**src/include/ppps_pkg.sv**
```systemverilog
// Purpose: Constants for the parallel port pins and status block.
// Assumes: Register port with byte-wide data and 8-bit register addresses.
// Notes:   Offsets are the printed register addresses.
`default_nettype none
package ppps_pkg;
	localparam logic [7:0] ADDR_DATA_PORT_LATCH    = 8'h08;
	localparam logic [7:0] ADDR_CONTROL_PORT_LATCH = 8'h09;
	localparam logic [7:0] ADDR_DATA_PORT_DIR      = 8'h88;
	localparam logic [7:0] ADDR_CTRL_DIR_STATUS    = 8'h89;
	localparam logic [7:0] ADDR_ANALOG_PIN_CFG     = 8'h9f;

	localparam logic [7:0] RST_DATA_PORT_DIR       = 8'hff;
	localparam logic [7:0] RST_DATA_PORT_LATCH     = 8'h00;
	localparam logic [2:0] RST_CONTROL_LATCH       = 3'h0;
	localparam logic [2:0] RST_CONTROL_DIR         = 3'h7;
	localparam logic [7:0] RST_ANALOG_PIN_CFG      = 8'h00;
	localparam logic [7:0] ANALOG_CFG_WMASK        = 8'h8f;

	localparam int BIT_INPUT_FULL     = 7;
	localparam int BIT_OUTPUT_FULL    = 6;
	localparam int BIT_OVERFLOW       = 5;
	localparam int BIT_MODE_SELECT    = 4;
	localparam int CTRL_PIN_READ      = 0;
	localparam int CTRL_PIN_WRITE     = 1;
	localparam int CTRL_PIN_SELECT    = 2;
	localparam int SYNC_STAGES        = 2;

	// Analog field value from which all three control pins read digital.
	localparam logic [3:0] ANALOG_FIELD_DIGITAL_MIN = 4'h2;
endpackage
`default_nettype wire

```
**src/rtl/ppps_top.sv**
```systemverilog
// Purpose: Data port, control port and slave parallel port with status flags.
// Assumes: One 200 MHz clock; pins arrive asynchronously and are synchronised.
// Notes:   Pins use separate input, output and output enable signals.
//
// The strobed register port was decided locally.
`default_nettype none

// Functional notes
// - Control pins each input or output.
// - Mode bit turns control pins into strobes.
// - Analog control pin reads as zero.
// - Direction bits still drive analog pins.
// - Power-on leaves control pins analog.
// - Status register resets to 0000 -111.
// - Bit 7 shows unread received word.
// - Bit 6 shows unread output word.
// - Bit 5 sticky overflow, software clears.
// - Bit 4 selects slave port mode.
// - Bits 2..0 direct select, write, read.
// - Low read strobe presents data latch.
// - Low write strobe loads input latch.
// - Strobes count only while select low.
// - Data pins are I/O or bus bits.
// - Data direction resets all inputs.
// - Control latch has three bits only.
// - Outside mode, full flags held clear.
// - Input-full cleared by latch read or leaving mode.
// - Output-full clears when external read starts.
// - Separate latches; direction ignored in mode.
module ppps_top
(
	input  wire logic       clk_sys,
	input  wire logic       arst_n,
	input  wire logic [7:0] reg_addr,
	input  wire logic [7:0] reg_wdata,
	input  wire logic       reg_wr,
	input  wire logic       reg_rd,
	output var  logic [7:0] reg_rdata,
	input  wire logic [7:0] data_pin_in,
	output var  logic [7:0] data_pin_out,
	output var  logic [7:0] data_pin_oe,
	input  wire logic [2:0] ctrl_pin_in,
	output var  logic [2:0] ctrl_pin_out,
	output var  logic [2:0] ctrl_pin_oe
);

	// ----------------------------------------------------------------
	// Storage
	// ----------------------------------------------------------------
	logic [7:0] data_port_latch_r;
	logic [7:0] input_latch_r;
	logic [7:0] data_port_direction_r;
	logic [2:0] control_port_latch_r;
	logic [2:0] control_dir_r;
	logic       slave_port_mode_select_r;
	logic       input_full_flag_r;
	logic       output_full_flag_r;
	logic       input_overflow_flag_r;
	logic [7:0] analog_pin_configuration_r;
	logic [7:0] data_sync1_r;
	logic [7:0] data_sync2_r;
	logic [2:0] ctrl_sync1_r;
	logic [2:0] ctrl_sync2_r;
	logic       wr_active_r;
	logic       rd_active_r;
	// ----------------------------------------------------------------
	// Pin synchronisers
	// ----------------------------------------------------------------
	// Two-stage synchronisers.
	always_ff @(posedge clk_sys or negedge arst_n)
	begin
		if (!arst_n)
		begin
			data_sync1_r <= 8'h00;
			data_sync2_r <= 8'h00;
			ctrl_sync1_r <= 3'h7;
			ctrl_sync2_r <= 3'h7;
		end
		else
		begin
			data_sync1_r <= data_pin_in;
			data_sync2_r <= data_sync1_r;
			ctrl_sync1_r <= ctrl_pin_in;
			ctrl_sync2_r <= ctrl_sync1_r;
		end
	end

	// ----------------------------------------------------------------
	// Strobe decode
	// ----------------------------------------------------------------
	logic analog_sel;
	logic sel_low;
	logic wr_low;
	logic rd_low;
	logic wr_start;
	logic wr_end;
	logic rd_start;
	logic cpu_rd_data;
	logic cpu_wr_data;
	// Analog field below the digital setting keeps pins analog.
	assign analog_sel = analog_pin_configuration_r[3:0] < ppps_pkg::ANALOG_FIELD_DIGITAL_MIN;
	assign sel_low  = slave_port_mode_select_r & ~ctrl_sync2_r[ppps_pkg::CTRL_PIN_SELECT];
	assign wr_low   = sel_low & ~ctrl_sync2_r[ppps_pkg::CTRL_PIN_WRITE];
	assign rd_low   = sel_low & ~ctrl_sync2_r[ppps_pkg::CTRL_PIN_READ];
	assign wr_start = wr_low & ~wr_active_r;
	assign wr_end   = wr_active_r & ~wr_low;
	assign rd_start = rd_low & ~rd_active_r;
	assign cpu_rd_data = reg_rd && reg_addr == ppps_pkg::ADDR_DATA_PORT_LATCH;
	assign cpu_wr_data = reg_wr && reg_addr == ppps_pkg::ADDR_DATA_PORT_LATCH;
	always_ff @(posedge clk_sys or negedge arst_n)
	begin
		if (!arst_n)
		begin
			wr_active_r <= 1'b0;
			rd_active_r <= 1'b0;
		end
		else
		begin
			wr_active_r <= wr_low;
			rd_active_r <= rd_low;
		end
	end

	// ----------------------------------------------------------------
	// Data port latches
	// ----------------------------------------------------------------
	always_ff @(posedge clk_sys or negedge arst_n)
	begin
		if (!arst_n)
		begin
			data_port_latch_r <= ppps_pkg::RST_DATA_PORT_LATCH;
		end
		else if (cpu_wr_data)
		begin
			data_port_latch_r <= reg_wdata;
		end
	end

	always_ff @(posedge clk_sys or negedge arst_n)
	begin
		if (!arst_n)
		begin
			input_latch_r <= 8'h00;
		end
		else if (wr_low)
		begin
			input_latch_r <= data_sync2_r;
		end
	end

	always_ff @(posedge clk_sys or negedge arst_n)
	begin
		if (!arst_n)
		begin
			data_port_direction_r <= ppps_pkg::RST_DATA_PORT_DIR;
		end
		else if (reg_wr && reg_addr == ppps_pkg::ADDR_DATA_PORT_DIR)
		begin
			data_port_direction_r <= reg_wdata;
		end
	end

	// ----------------------------------------------------------------
	// Control port and configuration
	// ----------------------------------------------------------------
	// Three implemented bits.
	always_ff @(posedge clk_sys or negedge arst_n)
	begin
		if (!arst_n)
		begin
			control_port_latch_r <= ppps_pkg::RST_CONTROL_LATCH;
		end
		else if (reg_wr && reg_addr == ppps_pkg::ADDR_CONTROL_PORT_LATCH)
		begin
			control_port_latch_r <= reg_wdata[2:0];
		end
	end

	// Writable fields reset to -111 and mode off.
	always_ff @(posedge clk_sys or negedge arst_n)
	begin
		if (!arst_n)
		begin
			control_dir_r            <= ppps_pkg::RST_CONTROL_DIR;
			slave_port_mode_select_r <= 1'b0;
		end
		else if (reg_wr && reg_addr == ppps_pkg::ADDR_CTRL_DIR_STATUS)
		begin
			control_dir_r            <= reg_wdata[2:0];
			slave_port_mode_select_r <= reg_wdata[ppps_pkg::BIT_MODE_SELECT];
		end
	end

	always_ff @(posedge clk_sys or negedge arst_n)
	begin
		if (!arst_n)
		begin
			analog_pin_configuration_r <= ppps_pkg::RST_ANALOG_PIN_CFG;
		end
		else if (reg_wr && reg_addr == ppps_pkg::ADDR_ANALOG_PIN_CFG)
		begin
			analog_pin_configuration_r <= reg_wdata & ppps_pkg::ANALOG_CFG_WMASK;
		end
	end

	// ----------------------------------------------------------------
	// Status flags
	// ----------------------------------------------------------------
	// Input-full set at write end.
	always_ff @(posedge clk_sys or negedge arst_n)
	begin
		if (!arst_n)
		begin
			input_full_flag_r <= 1'b0;
		end
		else if (!slave_port_mode_select_r)
		begin
			input_full_flag_r <= 1'b0;
		end
		else if (wr_end)
		begin
			input_full_flag_r <= 1'b1;
		end
		else if (cpu_rd_data)
		begin
			input_full_flag_r <= 1'b0;
		end
	end

	always_ff @(posedge clk_sys or negedge arst_n)
	begin
		if (!arst_n)
		begin
			input_overflow_flag_r <= 1'b0;
		end
		else if (wr_start && input_full_flag_r)
		begin
			input_overflow_flag_r <= 1'b1;
		end
		else if (reg_wr && reg_addr == ppps_pkg::ADDR_CTRL_DIR_STATUS)
		begin
			input_overflow_flag_r <= reg_wdata[ppps_pkg::BIT_OVERFLOW];
		end
	end

	always_ff @(posedge clk_sys or negedge arst_n)
	begin
		if (!arst_n)
		begin
			output_full_flag_r <= 1'b0;
		end
		else if (!slave_port_mode_select_r)
		begin
			output_full_flag_r <= 1'b0;
		end
		else if (rd_start)
		begin
			output_full_flag_r <= 1'b0;
		end
		else if (cpu_wr_data)
		begin
			output_full_flag_r <= 1'b1;
		end
	end

	// ----------------------------------------------------------------
	// Pin drivers
	// ----------------------------------------------------------------
	genvar gi;
	generate
		for (gi = 0; gi < 8; gi++)
		begin : g_data_pin
			always_ff @(posedge clk_sys or negedge arst_n)
			begin
				if (!arst_n)
				begin
					data_pin_out[gi] <= 1'b0;
					data_pin_oe[gi]  <= 1'b0;
				end
				else
				begin
					data_pin_out[gi] <= data_port_latch_r[gi];
					data_pin_oe[gi]  <= slave_port_mode_select_r ? rd_low
						: ~data_port_direction_r[gi];
				end
			end
		end
	endgenerate
	generate
		for (gi = 0; gi < 3; gi++)
		begin : g_ctrl_pin
			always_ff @(posedge clk_sys or negedge arst_n)
			begin
				if (!arst_n)
				begin
					ctrl_pin_out[gi] <= 1'b0;
					ctrl_pin_oe[gi]  <= 1'b0;
				end
				else
				begin
					ctrl_pin_out[gi] <= control_port_latch_r[gi] & ~slave_port_mode_select_r;
					ctrl_pin_oe[gi]  <= ~control_dir_r[gi] & ~slave_port_mode_select_r;
				end
			end
		end
	endgenerate

	// ----------------------------------------------------------------
	// Register read
	// ----------------------------------------------------------------
	logic [7:0] rdata_nxt;
	always_comb
	begin
		case (reg_addr)
			ppps_pkg::ADDR_DATA_PORT_LATCH:
			begin
				rdata_nxt = slave_port_mode_select_r ? input_latch_r : data_sync2_r;
			end
			ppps_pkg::ADDR_CONTROL_PORT_LATCH:
			begin
				rdata_nxt = analog_sel ? 8'h00 : {5'h00, ctrl_sync2_r};
			end
			ppps_pkg::ADDR_DATA_PORT_DIR:    rdata_nxt = data_port_direction_r;
			ppps_pkg::ADDR_CTRL_DIR_STATUS:
			begin
				rdata_nxt = {input_full_flag_r, output_full_flag_r, input_overflow_flag_r,
					slave_port_mode_select_r, 1'b0, control_dir_r};
			end
			ppps_pkg::ADDR_ANALOG_PIN_CFG:   rdata_nxt = analog_pin_configuration_r;
			default:                         rdata_nxt = 8'h00;
		endcase
	end
	always_ff @(posedge clk_sys or negedge arst_n)
	begin
		if (!arst_n)
		begin
			reg_rdata <= 8'h00;
		end
		else
		begin
			reg_rdata <= reg_rd ? rdata_nxt : 8'h00;
		end
	end

endmodule
`default_nettype wire

```
**config.mk**
```make
export PLATFORM = sky130hd
export DESIGN_NAME = ppps_top
export DESIGN_NICKNAME = d
export VERILOG_FILES = /design/src/include/ppps_pkg.sv /design/src/rtl/ppps_top.sv
export SDC_FILE = /design/constraint.sdc
export NUM_CORES = 1
export LEC_CHECK = 0
export BUFFER_PORTS_ARGS = -buffer_cell sky130_fd_sc_hd__buf_2
export CAP_MARGIN = 20
export CORE_MARGIN = 2
export CORE_UTILIZATION = 45
export CTS_CLUSTER_DIAMETER = 50
export DETAILED_ROUTE_END_ITERATION = 10
export GPL_TIMING_DRIVEN = 0
export PLACE_DENSITY = 0.78
export SYNTH_ARGS = -nofsm -noshare
export SYNTH_HDL_FRONTEND = slang
export SYNTH_SLANG_ARGS = --single-unit
```
**constraint.sdc**
```tcl
create_clock -name clk_sys -period 2.3 [get_ports clk_sys]
set_clock_uncertainty 0.2 [all_clocks]
set_input_delay 0.46 -clock clk_sys [delete_from_list [all_inputs] [get_ports clk_sys]]
set_output_delay 0.46 -clock clk_sys [all_outputs]
set_load 0.03 [all_outputs]
```
==> results summary <==
The synthesized-area fraction occupied by xor and xnor cells is 0%. The DRC marker count from the first detailed-route iteration is 106. The transition time of the tightest slew-check pin came out at 0.548 ns.

The power density over the cells came out at 765 nW/um^2. The CTS root buffer is clkbuf_8. The remaining routing DRC violations is 0. The first-pass iteration count of the detailed router came out at 4. The aggregate routed wire length is 6470 microns.

The static leakage came out at 1.98 nW. The mean instance size in the synthesized netlist is 14.9 sq um. The number of flops mapped to enable cells by yosys came out at 0.

The share of synthesized area in the top cell type comes to 54.4%. The library cell contributing the largest single delay on the critical path is clkbuf_1. The worst slew slack as a fraction of its limit is ~63%. The most frequently used flop master after synthesis is dfrtp_1. The share of the synthesized area in compound gates (AO/OA/AOI/OAI) is between 5 and 6%.

The final-report max-slew violation count is 0. The instance count of the mapped netlist came out at 235. Sequential elements use 67.2% of the synthesized area.

The worst-case IR drop observed on VDD is 0.346 mV. The area growth from synthesis to layout is 22.7%. Among the stages of the critical path, the cell type that occurs most often is clkbuf_1.

By area, the combinational part of the netlist is dominated by multiplexers. The standard cell core area is 7610 sq um. The synthesis warning total came out at 0. The H-tree level count is 3.

The cell area after layout is 4290 sq um. The final cell count without fillers came out at 425. The total of max-cap violations came out at 0. The net count of the mapped netlist came out at 266. The adder and majority gate portion of the synthesized area came out at 0%. The number of failing setup endpoints in the final timing report is 0. The number of I/O pins is 61. The worst setup slack before clock tree synthesis is 0.209 ns. The number of antenna violations at the first check in global routing is 0.

The area of placed instances came out at 3950 sq um. The residual overflow from global routing is 0. The floorplan die area is 8490 sq um. The instance count after placement with tap cells included is a little under 400.

Yosys instantiated no cell more often than dfrtp_1. The flip-flop and latch count after synthesis came out at 93. The clock period minus final worst setup slack came out at 1.86 ns. The largest total area in the synthesized netlist belongs to dfrtp_1. The buffer levels on the longest clock path came out at 2.

The fraction of registers with async set or reset after synthesis is 100%. The half-perimeter wire length after detailed placement is ~4500 microns. The initial utilization of the core area, before any placement, comes to 45.9%. The via count of the first global-routing pass is 2189. The residual antenna-violating net count after detailed routing came out at 0. Entering global routing, the biggest net connects 57 pins. The fraction of final layout cells sized beyond drive strength 1 came out at 47.1%. Data on the critical path is required at its endpoint by 2.32 ns.

In the synthesized netlist, mux cells make up 16.2% of the area. The arrival time reported for the critical path endpoint is 1.88 ns. The final count of hold timing violations is 0. The die outline height came out at a little over 90 microns. Buffers inserted during clock tree synthesis total 9. The signal on the critical path passes through buf_2, clkbuf_1, clkbuf_1, o21ai_0. The worst setup path is launched from a register.

The first-pass GRT wire length is 11000 microns. The total number of vias came out at 2127. The maximum fanout along the worst path came out at 10. The final critical path takes up 80.7% of the cycle. The tightest min-delay check is of the reg2reg type. The repair_antennas step left the layout with diodes totalling 0. The simple logic cell fraction of the synthesized area is 10.1%. Sorting the synthesized cells by area gives the leading types as dfrtp_1 (54%), mux2_2 (15%), dfstp_2 (13%).

The count of distinct cell types in the synthesized netlist is 41. The clock-pin slew of the registers on the worst-case setup and hold paths is 0.09 ns. Setup repair after global routing left no endpoint under its margin. Using the TritonRoute via totals, the vias-per-cell ratio works out to ~5.0. Clock latency on the worst-skew pair, taken at its later pin, is between 0.3 and 0.4 ns.

The post-layout net count is ~350. The run finished with clean final reports. The overall power of the completed layout came out at 0.00328 W.

The maximum clock rate came out at 539 MHz. The number of sinks handled by clock tree synthesis came out at 93. The total global-route track usage came out at about 17%. In the final routed layout, each cell accounts on average for 15.2 microns.

Counting instances in the post-synthesis netlist gives the leading cell types as dfrtp_1 (76), mux2_2 (45), dfstp_2 (17). The number of placement rows is 32. The horizontal die dimension is 92.1 microns. The clock tree from TritonCTS is yes. The critical path is of the reg2reg type. After synthesis the cells add up to 3490 sq um. The post-route worst setup slack is 0.443 ns. The largest single stage delay on the critical path is 0.42 ns. STA classifies the critical path endpoint as a register. The number of port buffers came out at 59.

The placer congestion estimate is ~0.83.
==> sequential cells by signal, indices dropped and copies added, names as in the netlist, 5 cells and up <==
name                        count
data_pin_oe                     8
data_pin_out                    8
data_port_direction_r           8
data_port_latch_r               8
data_sync1_r                    8
data_sync2_r                    8
input_latch_r                   8
reg_rdata                       8
analog_pin_configuration_r      5
==> metal layers <==
layer / GRT usage, % / part of all wire [%] / vias up
li1: - / - / 998
met4: 6.59 / 1.7 / 0
met2: 26.8 / 49 / 58
met3: 4.85 / 5.2 / 8
met5: 0 / 0 / -
met1: 22.9 / 44 / 1063
==> report_power, final <==
| group | internal (W) | total [W] | switching (W) | leakage, nW |
|---|---|---|---|---|
| Clock | 0.000620 | 0.00119 | 0.000571 | 0.114 |
| Sequential | 0.00174 | 0.00178 | 0.0000399 | 1.14 |
| Combinational | 0.000127 | 0.000309 | 0.000182 | 0.730 |
==> what timing repair did <==
item                      in CTS  in global routing
buffers inserted               0                  0
resized for setup              0                  0
hold buffers                  11                  1
hold endpoints to repair      41                  1
==> cell type report <==
type	count	area (sq um)
sequential	93	2350
fill	632	3320
clock inverter	7	96.3
timing repair buffer	72	445
multi-input combinational	133	1100
clock buffer	9	124
buffer	7	35.0
tap	102	128
inverter	2	7.51
==> layout by cell type, fill, tap and decap left out, types with 2 or more instances in the layout <==
| cell | count |
|---|---|
| o22ai_1 | 3 |
| nand2_1 | 12 |
| nand3_1 | 6 |
| clkbuf_1 | 5 |
| o21ai_0 | 11 |
| dlygate4sd3_1 | 12 |
| buf_2 | 59 |
| a21oi_1 | 5 |
| a22oi_1 | 6 |
| mux2i_1 | 6 |
| dfrtp_1 | 76 |
| nor2_1 | 9 |
| and2_1 | 2 |
| inv_6 | 3 |
| mux2_2 | 45 |
| clkinv_2 | 2 |
| bufinv_16 | 2 |
| clkbuf_8 | 9 |
| dfstp_2 | 17 |
| inv_1 | 2 |
| nor2b_1 | 3 |
| nor3_1 | 2 |
==> worst max-delay path: cells and delay by family, from the launching register on <==
kind / cells / cell delay [ns]
flip-flops: 1 / 0.33
AO/OA/AOI/OAI: 1 / 0.15
buffers and inverters: 3 / 1.03
==> final timing paths <==
| check | startpoint | slack (ns) | end | depth (start not counted) |
|---|---|---|---|---|
| min in group asynchronous | arst_n | 0.40 | data_port_latch_r[4] | 2 |
| hold reg to reg | data_sync1_r[0] | 0.15 | data_sync2_r[0] | 0 |
| hold / removal | data_sync1_r[0] | 0.15 | data_sync2_r[0] | 0 |
| max in group asynchronous | arst_n | 0.84 | data_port_direction_r[2] | 3 |
| setup / recovery | slave_port_mode_select_r | 0.44 | data_pin_oe[5] | 4 |
| setup reg to reg | slave_port_mode_select_r | 0.44 | data_pin_oe[5] | 4 |
==> cell families after synthesis <==
kind of cell / after synthesis
compound gates: 30
buf+inv: 9
flops: 93
mux: 51
simple gates: 52
==> per-stage QoR <==
| step | utilization (%) | TNS, ns | hold WS, ns |
|---|---|---|---|
| after floorplan | - | 0 | -0.0356 |
| after global placement | 51.5 | -13.37 | 0.135 |
| after detailed placement | 51.9 | 0 | 0.135 |
| after CTS | 56.2 | 0 | 0.00718 |
| after global routing | 56.4 | 0 | 0.133 |
| final | 56.4 | 0 | 0.151 |
(Power assumes the default switching activity.)
